<file path="config.mk">
export PLATFORM = sky130hd
export DESIGN_NAME = i2c_slave_ctrl
export DESIGN_NICKNAME = d
export VERILOG_FILES = /design/src/pin_sync.v /design/src/line_debounce.v /design/src/i2c_slave_ctrl.v
export VERILOG_INCLUDE_DIRS = /design/src
export SDC_FILE = /design/constraint.sdc
export NUM_CORES = 1
export LEC_CHECK = 0
export ABC_AREA = 1
export BUFFER_PORTS_ARGS = -buffer_cell sky130_fd_sc_hd__buf_2
export CAP_MARGIN = 40
export CORE_ASPECT_RATIO = 1.25
export CORE_MARGIN = 4
export CORE_UTILIZATION = 30
export DETAILED_ROUTE_END_ITERATION = 12
export GPL_TIMING_DRIVEN = 0
export PLACE_DENSITY_LB_ADDON = 0.08
export SYNTH_ARGS = -nofsm -noshare
export SYNTH_HDL_FRONTEND = slang
export SYNTH_SLANG_ARGS = --single-unit
</file>
<file path="constraint.sdc">
create_clock -name sys_clk -period 2.1 [get_ports sys_clk]
set_clock_uncertainty 0.15 [all_clocks]
set_input_delay 0.42 -clock sys_clk [delete_from_list [all_inputs] [get_ports sys_clk]]
set_output_delay 0.42 -clock sys_clk [all_outputs]
set_load 0.005 [all_outputs]
</file>
<file path="src/i2c_slave_regs.vh">
`ifndef I2C_SLAVE_REGS_VH
`define I2C_SLAVE_REGS_VH
// register indices on the plain register port
`define ADDR_DATA 2'h0
`define ADDR_OWN 2'h1
`define ADDR_MODE 2'h2
`define ADDR_STAT 2'h3
// port_mode_control fields
`define MODE_MSB 7
`define MODE_LSB 5
`define DEB_MSB 3
`define DEB_LSB 2
`define EN_BIT 1
`define ICF_BIT 0
`define MODE_TWO_WIRE 3'h6
`define MODE_RST 8'hE0
// link_status_control fields
`define DONE_BIT 7
`define MATCH_BIT 6
`define BUSY_BIT 5
`define TX_BIT 4
`define ACKSEND_BIT 3
`define DIR_BIT 2
`define WAKE_BIT 1
`define RXACK_BIT 0
`define STAT_RST 8'h81
`define OWN_RST 8'h00
// debounce lengths in system clocks
`define DEB_NONE 3'h0
`define DEB_TWO 3'h2
`define DEB_FOUR 3'h4
`endif

</file>
<file path="src/pin_sync.v">
`timescale 1ns/1ps
`default_nettype none
// two-stage synchroniser for one external level
module pin_sync (
  input wire sys_clk,
  input wire arst_n,
  input wire pinIn,
  output reg pinOut
);
  reg stage1;
  // ==========================================
  // first stage is read only by the second
  always @(posedge sys_clk or negedge arst_n) begin
    if (!arst_n) begin
      stage1 <= 1'b1;
      pinOut <= 1'b1;
    end else begin
      stage1 <= pinIn;
      pinOut <= stage1;
    end
  end
endmodule
`default_nettype wire

</file>
<file path="src/line_debounce.v">
`timescale 1ns/1ps
`default_nettype none
`include "i2c_slave_regs.vh"
// accepts a new level only after it has stood for the selected length
module line_debounce (
  input wire sys_clk,
  input wire arst_n,
  input wire [1:0] debSel,
  input wire lineIn,
  output reg lineOut
);
  reg [2:0] stable;
  reg [2:0] need;
  // ==========================================
  // length from the select code, 1x means four
  always @* begin
    case (debSel)
      2'h0: need = `DEB_NONE;
      2'h1: need = `DEB_TWO;
      default: need = `DEB_FOUR;
    endcase
  end
  // ==========================================
  // count cycles the new level has stood
  always @(posedge sys_clk or negedge arst_n) begin
    if (!arst_n) begin
      stable <= 3'h0;
      lineOut <= 1'b1;
    end else if (lineIn == lineOut) begin
      stable <= 3'h0;
    end else if (stable >= need) begin
      lineOut <= lineIn;
      stable <= 3'h0;
    end else begin
      stable <= stable + 3'h1;
    end
  end
endmodule
`default_nettype wire

</file>
<file path="src/i2c_slave_ctrl.v">
// Implementation choices: the register addresses and the plain strobed port.
`timescale 1ns/1ps
`default_nettype none
`include "i2c_slave_regs.vh"
module i2c_slave_ctrl (
  input wire sys_clk,
  input wire arst_n,
  input wire [1:0] regAddr,
  input wire [7:0] regWdata,
  input wire regWr,
  input wire regRd,
  output reg [7:0] regRdata,
  input wire sclIn,
  output reg sclOut,
  output reg sclOe,
  input wire sdaIn,
  output reg sdaOut,
  output reg sdaOe,
  input wire lowPower,
  output reg wakeReq
);
  localparam ST_IDLE = 3'h0;
  localparam ST_ADDR = 3'h1;
  localparam ST_ACK = 3'h2;
  localparam ST_RX = 3'h3;
  localparam ST_TX = 3'h4;
  localparam ST_RXACK = 3'h5;
  localparam ST_HOLD = 3'h6;
  localparam ST_DONE = 3'h7;

  reg [7:0] serialData;
  reg [7:0] ownAddr;
  reg [7:0] modeCtl;
  reg doneFlag, matchFlag, busyFlag, txSel, ackSend, dirFlag;
  reg wakeEn, rxAckFlag;
  reg [2:0] state;
  reg [2:0] afterAck;
  reg [3:0] bitCnt;
  reg [7:0] shiftReg;
  reg holdLow;
  reg sclPrev, sdaPrev;
  reg enPrev;
  wire sclSync, sdaSync, sclClean;
  wire twoWire, active, enRise;
  wire sclRise, sclFall, startSeen, stopSeen;
  wire dataAccess;

  // ==========================================
  // pin conditioning: sync both lines, debounce clock
  pin_sync uSclSync (
    .sys_clk(sys_clk),
    .arst_n(arst_n),
    .pinIn(sclIn),
    .pinOut(sclSync)
  );
  pin_sync uSdaSync (
    .sys_clk(sys_clk),
    .arst_n(arst_n),
    .pinIn(sdaIn),
    .pinOut(sdaSync)
  );
  line_debounce uSclDeb (
    .sys_clk(sys_clk),
    .arst_n(arst_n),
    .debSel(modeCtl[`DEB_MSB:`DEB_LSB]),
    .lineIn(sclSync),
    .lineOut(sclClean)
  );

  // ==========================================
  // mode decode; only mode 110 with enable runs this slave
  assign twoWire = (modeCtl[`MODE_MSB:`MODE_LSB] == `MODE_TWO_WIRE);
  assign active = twoWire & modeCtl[`EN_BIT];
  assign enRise = twoWire & modeCtl[`EN_BIT] & ~enPrev;
  assign sclRise = sclClean & ~sclPrev;
  assign sclFall = ~sclClean & sclPrev;
  // data sampled undebounced; edges on it are qualified by a high clock
  assign startSeen = active & sclClean & sclPrev & sdaPrev & ~sdaSync;
  assign stopSeen = active & sclClean & sclPrev & ~sdaPrev & sdaSync;
  assign dataAccess = (regWr | regRd) & (regAddr == `ADDR_DATA);

  // ==========================================
  // line history for edge finding
  always @(posedge sys_clk or negedge arst_n) begin
    if (!arst_n) begin
      sclPrev <= 1'b1;
      sdaPrev <= 1'b1;
      enPrev <= 1'b0;
    end else begin
      sclPrev <= sclClean;
      sdaPrev <= sdaSync;
      enPrev <= twoWire & modeCtl[`EN_BIT];
    end
  end

  // ==========================================
  // control registers written by software
  always @(posedge sys_clk or negedge arst_n) begin
    if (!arst_n) begin
      modeCtl <= `MODE_RST;
      ownAddr <= `OWN_RST;
      txSel <= 1'b0;
      ackSend <= 1'b0;
      wakeEn <= 1'b0;
    end else if (regWr) begin
      case (regAddr)
        // bit 4 is unimplemented and reads as zero
        `ADDR_MODE: modeCtl <= regWdata & 8'hEF;
        `ADDR_OWN: ownAddr <= regWdata;
        `ADDR_STAT: begin
          txSel <= regWdata[`TX_BIT];
          ackSend <= regWdata[`ACKSEND_BIT];
          wakeEn <= regWdata[`WAKE_BIT];
        end
        default: ;
      endcase
    end
  end
  // txSel and ackSend keep their values across an enable rise

  // ==========================================
  // bus state machine, status flags and data register
  always @(posedge sys_clk or negedge arst_n) begin
    if (!arst_n) begin
      state <= ST_IDLE;
      afterAck <= ST_IDLE;
      bitCnt <= 4'h0;
      shiftReg <= 8'h00;
      serialData <= 8'h00;
      doneFlag <= 1'b1;
      matchFlag <= 1'b0;
      busyFlag <= 1'b0;
      dirFlag <= 1'b0;
      rxAckFlag <= 1'b1;
      holdLow <= 1'b0;
      sdaOut <= 1'b1;
      sdaOe <= 1'b0;
      wakeReq <= 1'b0;
    end else if (!active || enRise) begin
      // disabled or freshly enabled: flags to reset values
      state <= ST_IDLE;
      bitCnt <= 4'h0;
      doneFlag <= 1'b1;
      matchFlag <= 1'b0;
      busyFlag <= 1'b0;
      dirFlag <= 1'b0;
      rxAckFlag <= 1'b1;
      holdLow <= 1'b0;
      sdaOe <= 1'b0;
      wakeReq <= 1'b0;
      if (regWr && regAddr == `ADDR_DATA) begin
        serialData <= regWdata;
      end
    end else begin
      wakeReq <= 1'b0;
      if (regWr && regAddr == `ADDR_DATA) begin
        serialData <= regWdata;
      end
      if (startSeen) begin
        busyFlag <= 1'b1;
        state <= ST_ADDR;
        bitCnt <= 4'h0;
        matchFlag <= 1'b0;
        holdLow <= 1'b0;
        sdaOe <= 1'b0;
      end else if (stopSeen) begin
        busyFlag <= 1'b0;
        state <= ST_IDLE;
        holdLow <= 1'b0;
        sdaOe <= 1'b0;
      end else begin
        case (state)
          ST_ADDR: begin
            if (sclRise) begin
              shiftReg <= {shiftReg[6:0], sdaSync};
              bitCnt <= bitCnt + 4'h1;
            end else if (sclFall && bitCnt == 4'h8) begin
              bitCnt <= 4'h0;
              if (shiftReg[7:1] == ownAddr[7:1]) begin
                matchFlag <= 1'b1;
                dirFlag <= shiftReg[0];
                sdaOut <= 1'b0;
                sdaOe <= 1'b1;
                wakeReq <= wakeEn & lowPower;
                afterAck <= ST_HOLD;
                state <= ST_ACK;
              end else begin
                matchFlag <= 1'b0;
                state <= ST_IDLE;
              end
            end
          end
          ST_ACK: begin
            // ack bit stands through the ninth clock
            if (sclFall) begin
              sdaOe <= 1'b0;
              holdLow <= 1'b1;
              state <= afterAck;
            end
          end
          ST_HOLD: begin
            // stretch the clock until software touches the data
            if (dataAccess) begin
              holdLow <= 1'b0;
              if (txSel) begin
                // first bit of the byte being written, or of the data register on a read
                sdaOut <= regWr ? regWdata[7] : serialData[7];
                sdaOe <= regWr ? ~regWdata[7] : ~serialData[7];
                shiftReg <= regWr ? regWdata : serialData;
                bitCnt <= 4'h0;
                doneFlag <= 1'b0;
                state <= ST_TX;
              end else begin
                bitCnt <= 4'h0;
                doneFlag <= 1'b0;
                state <= ST_RX;
              end
            end
          end
          ST_RX: begin
            if (sclRise) begin
              shiftReg <= {shiftReg[6:0], sdaSync};
              bitCnt <= bitCnt + 4'h1;
            end else if (sclFall && bitCnt == 4'h8) begin
              serialData <= shiftReg;
              doneFlag <= 1'b1;
              sdaOut <= 1'b0;
              sdaOe <= ~ackSend;
              afterAck <= ST_HOLD;
              state <= ST_ACK;
            end
          end
          ST_TX: begin
            if (sclFall) begin
              if (bitCnt == 4'h7) begin
                sdaOe <= 1'b0; // master drives the ack bit
                bitCnt <= 4'h0;
                state <= ST_RXACK;
              end else begin
                sdaOut <= shiftReg[6];
                sdaOe <= ~shiftReg[6];
                shiftReg <= {shiftReg[6:0], 1'b0};
                bitCnt <= bitCnt + 4'h1;
              end
            end
          end
          ST_RXACK: begin
            if (sclRise) begin
              rxAckFlag <= sdaSync;
              doneFlag <= 1'b1;
              // no ack: leave the data line free for STOP
              state <= sdaSync ? ST_DONE : ST_RXACK;
            end else if (sclFall) begin
              holdLow <= 1'b1;
              state <= ST_HOLD;
            end
          end
          ST_DONE: sdaOe <= 1'b0;
          default: state <= ST_IDLE;
        endcase
      end
    end
  end

  // ==========================================
  // clock stretch drive; pin open-drain, enable high when pulling low
  always @(posedge sys_clk or negedge arst_n) begin
    if (!arst_n) begin
      sclOut <= 1'b1;
      sclOe <= 1'b0;
    end else begin
      sclOut <= 1'b0;
      sclOe <= active & holdLow & ~dataAccess;
    end
  end

  // ==========================================
  // read data, one cycle after the strobe, zero otherwise
  always @(posedge sys_clk or negedge arst_n) begin
    if (!arst_n) begin
      regRdata <= 8'h00;
    end else if (regRd) begin
      case (regAddr)
        `ADDR_DATA: regRdata <= serialData;
        `ADDR_OWN: regRdata <= ownAddr;
        `ADDR_MODE: regRdata <= modeCtl;
        default: regRdata <= {doneFlag, matchFlag, busyFlag, txSel,
          ackSend, dirFlag, wakeEn, rxAckFlag};
      endcase
    end else begin
      regRdata <= 8'h00;
    end
  end
endmodule
`default_nettype wire

</file>
# Yosys cells after proc, flatten, opt, wreduce, memory -nomap -nowiden
# Cells that the tools add are included.
# W data, S select, Z words.
# word_totals
register_bits	74
inputBits	17
output_inout_bits	13
wordCells	273
# classes
add_sub_neg	2
n_lt_le_gt_ge	1
n_eq_ne	52
muxes	121
bitwise_logic	29
n_reduce_logical	37
# ops
operator	n
$mux W8	14
$mux W1	65
$mux W3	21
$ne A5 B5 Y1 const B	12
$pmux W8 S3	2
$mux W4	9
$pmux W3 S7	1
$reduce_and A10 Y1	2
$ne A2 B2 Y1 const B	9
$reduce_and A9 Y1	2
$ne A4 B4 Y1 const B	4
$pmux W4 S4	1
$eq A3 B3 Y1 const B	5
$and A1 B1 Y1	14
$not A1 Y1	14
$reduce_and A13 Y1	1
$ne A3 B3 Y1 const B	4
$pmux W3 S2	2
$reduce_and A6 Y1	2
$reduce_bool A2 Y1	6
$reduce_bool A3 Y1	4
$reduce_bool A6 Y1	2
$reduce_bool A9 Y1	1
$ne A2 B1 Y1 const B	4
other kinds (29)	41

# Longest topological paths before layout
# logic_depth
ltp_word	9
depth_mapped	13
mapped_depth_nobuf	13

# By module
# From an unflattened synthesis, not the netlist that was laid out.
# hier_totals
cells_unflattened	542
hier_area_um2	4162.7
# modules_own_cells
module	instances	cells_per_inst	area_per_inst_um2	seq_area_each_um2
i2c_slave_ctrl	1	510	3824.9	1612.8
line_debounce	1	28	232.7	101.3
pin_sync	2	2	52.6	52.6

# Worst setup path before layout
# Ideal clock, no wire load.
# synth_timing
path_type	flip-flop to flip-flop
startpoint	register sclPrev
endpoint	register serialData[0]
setup_time_ns	0.127
t_arrival_ns	1.620
required_time_ns	1.823
path_slack_ns	0.204
stages_incl_launch_ff	10
n_path_buf	1
period_less_slack_ns	1.896
cell_sequence	dfstp_2 ha_1 nand2_1 nor2_1 nand2_1 inv_2 nand4_4 buf_2 o211ai_1 o21ai_1
# synth_between
elab_chain_cells	8
word_cells_on_any_way	15
cone_classes	mux: 6; bitwise: 8; reduce/logical: 1
# synth_rtl
element	line	text
from (decl)	i2c_slave_ctrl.v:41	reg sclPrev, sdaPrev;
from (signal assigned)	i2c_slave_ctrl.v:90	sclPrev <= sclClean;
$and A1 B1 Y1	i2c_slave_ctrl.v:76	assign sclFall = ~sclClean & sclPrev;
$logic_and A1 B1 Y1	i2c_slave_ctrl.v:224	end else if (sclFall && bitCnt == 4'h8) begin
$mux W8	i2c_slave_ctrl.v:224	
$mux W8	i2c_slave_ctrl.v:221	if (sclRise) begin
$mux W8	i2c_slave_ctrl.v:172	case (state)
$mux W8	i2c_slave_ctrl.v:166	end else if (stopSeen) begin
$mux W8 (*)	i2c_slave_ctrl.v:159	if (startSeen) begin
$mux W8 (*)	i2c_slave_ctrl.v:139	end else if (!active || enRise) begin
to (signal assigned)	i2c_slave_ctrl.v:152	serialData <= regWdata;
to (signal assigned)	i2c_slave_ctrl.v:157	serialData <= regWdata;
to (signal assigned)	i2c_slave_ctrl.v:225	serialData <= shiftReg;
to (decl)	i2c_slave_ctrl.v:31	reg [7:0] serialData;
# Mark *: on every way between the ends. The rest lies on a longest branch, timed or not.
# A chain may end at the register's enable or synchronous reset.

# Worst setup path after layout
# layout_timing
startpoint	register sclPrev
endpoint	register serialData[4]
# The elaborated chain is that of the path after synthesis.

==> flow_metrics.tcl <==
set metrics [dict create \
    yosysUniqueCellTypes 45 \
    synth_top_family_by_area "simple AND/OR/NAND/NOR gates" \
    synth_top_cell_by_area "dfrtp_1" \
    critPathKind "flip-flop to flip-flop" \
    ys.warnings.count 0 \
    dp.cells 717 \
    hpwl_mm 9.62 \
    vdd_drop_max_uv 386 \
    outcome "completed" \
    antenna_found_initial 0 \
    clkTransAtPathRegs_ns 0.06 \
    slowest_stage "dfstp_2" \
    synth-seq-area-share_pct 43.9 \
    final_cell_mix "nand2_1, inv_1, dfrtp_1, o21ai_0, nor2_1" \
    min_to "uSclSync.stage1$_DFF_PN1_" \
    cts_buffer_depth 2 \
    start_util_pct 30.9 \
    fmax_ghz 0.499 \
    synthMuxAreaShare_pct 0 \
    worstRegToRegCells 9 \
    critPathBufInv 2 \
    crit_fanout 8 \
    die_x_um 113 \
    clock-root-buffer "clkbuf_16" \
    min_path_type "input pin to flip-flop" \
    grt_max_degree 38 \
    fin_util_pct 36.9 \
    drc 0 \
    cts.sinks 72 \
    diodes 0 \
    synth_adder_area_share_pct 2.11 \
    gp_congestion 0.832 \
    grt_pass1_wl_mm 19.5 \
    syn_area_um2 4150 \
    layout_commonest_cell "nand2_1" \
    period_minus_slack_ns 2.01 \
    die_height_um 139 \
    hold_depth 1 \
    io_buffers 27 \
    cpPeakStageDelay_ns 0.56 \
    critPathLaunchType "flip-flop" \
    path_delay_family "flip-flops" \
    cp_data_arrival_time_ns 2.08 \
    num_vias 3544 \
    finalPower_mw 3.63 \
    fin_nets 592 \
    period_share_pct 95.5 \
    yosys.area_share.simple_pct 25.8 \
    crit_path_end_kind "flip-flop" \
    synth_compound_area_share_pct 16.9 \
    routed_wl_mm 12.4 \
    synthesis.nets 542 \
    track_usage_pct 16.3 \
    max_slew_margin_pct 66.2 \
    clock_latency_ns 0.34 \
    slew_violations 0 \
    drt_iter0_markers 189 \
    avgRoutedWirePerCell_um 16.7 \
    synth_top_cell_area_share_pct 35.0 \
    io_pins 30 \
    rrSetupSlack_ns 0.09 \
    reg2reg_from "sclPrev$_DFF_PN1_" \
    worst_slew_pin_slew_ns 0.507 \
    synthXorXnorAreaFrac_pct 1.69 \
    whs_ns 0.0255 \
    power_density_nw_per_um2 735 \
    setup_viol 0 \
    via_per_inst 4.76 \
    dieArea_um2 15800 \
    num_rows 47 \
    ant_nets 0 \
    dr.pass1.iters 4 \
    path_cells "ha_4, nand2_1, nor2_4, nand2_2, inv_2, nand4_4, buf_4, o211ai_1, o21ai_1" \
    hold_start "sclIn" \
    numCtsBuffers 9 \
    synth.area.top_cells "dfrtp_1, nand2_1, dfstp_2" \
    pre_cts_ws_ns -0.287 \
    core_area_um2 13400 \
    final_cells 744 \
    cts_tree "done" \
    required_ns 2.17 \
    hold_violations 0 \
    drive_gt1_share_pct 22.9 \
    cap_violations 0 \
    netlist_instances 518 \
    r2r-end "serialData[4]$_DFF_PN0_" \
    syn2layout_area_growth_pct 19.2 \
    overflow 0 \
    setup_ws_ns 0.0941 \
    syn_area_per_cell_um2 8.00 \
    ys_ff_latch 72 \
    leakage_nw 2.36 \
    htree_levels 3 \
    grt_pass1_vias 3568 \
]
[cell usage after synthesis, drive strengths merged]
cell type  instances
dfrtp             58
inv               81
o211ai            11
o22ai              4
clkbuf             4
and3               1
a21o               1
ha                 7
nor2              42
buf                8
a21oi             10
o221ai             4
a22oi              2
a211oi             1
o31ai              1
xor2               2
conb               1
nand3             31
o2111ai            4
a31oi              2
o21ai             72
nand2            142
dfstp             14
xnor2              6
nand4              3
nor3               4
nor3b              2
[metal layers]
layer / GRT usage (%) / vias to the layer above / routed length (µm)
met1: 19.5 / 1654 / 5220
li1: - / 1782 / -
met4: 7.15 / 0 / 353
met3: 3.95 / 24 / 494
met5: 0 / - / 0
met2: 27.6 / 84 / 6330
[worst reg2reg max path, delay by kind of cell (launching register included)]
family / cells / cell delay, ns
flops: 1 / 0.56
simple gates: 4 / 0.54
buf+inv: 2 / 0.32
fa+ha+maj: 1 / 0.18
compound gates: 2 / 0.14
[stage by stage]
step	area (µm²)	TNS, ns
2_1_floorplan	4150	0
3_3_place_gp	4500	-6.78
3_5_place_dp	4520	-2.01
4_1_cts	4840	0
5_1_grt	4940	-0.0308
6_report	4940	0
[how the worst max path moves through the flow]
stage / cells past startpoint / endpoint / slack, ns / from
global placement: 9 / serialData[0]$_DFF_PN0_ / -0.30 / sclPrev$_DFF_PN1_
CTS: 9 / serialData[0]$_DFF_PN0_ / 0.01 / sclPrev$_DFF_PN1_
finish: 9 / serialData[4]$_DFF_PN0_ / 0.09 / sclPrev$_DFF_PN1_
global route: 9 / serialData[6]$_DFF_PN0_ / -0.02 / sclPrev$_DFF_PN1_
floorplan: 9 / serialData[0]$_DFF_PN0_ / 0.20 / sclPrev$_DFF_PN1_
detailed placement: 9 / serialData[6]$_DFF_PN0_ / -0.29 / sclPrev$_DFF_PN1_
[what timing repair did]
action,CTS,global route
endpoints found under the setup margin,13,16
cloned,0,1
resized for setup,6,5
pin swaps,0,5
setup buffers,3,6
endpoints found under the hold margin,32,0
hold buffers,1,0
[sequential cells by signal (all words and copies together) (netlist names), 3 cells and up]
name,count
serialData,8
ownAddr,8
shiftReg,8
uSclDeb.stable,3
state,3
modeCtl,7
regRdata,8
bitCnt,4
[cells by family after synthesis]
| logic type | Yosys count |
|---|---|
| simple gates | 225 |
| xor+xnor | 8 |
| fa+ha+maj | 7 |
| compound gates | 112 |
| flops | 72 |
| buf+inv | 93 |
| other cells | 1 |
[report_power, final]
part	internal [mW]	switching [mW]
Sequential	1.53	0.0995
Clock	0.832	0.616
Combinational	0.207	0.349
Total	2.57	1.06
[layout make-up]
cell class,count,area [µm²]
Clock buffer,13,250
Clock inverter,3,18.8
Fill cell,1468,8470
Sequential cell,72,1820
Tap cell,171,214
Timing Repair Buffer,39,273
Buffer,12,98.8
Inverter,81,309
Multi-Input combinational cell,353,1960
Power figures use the tool's default switching activity.
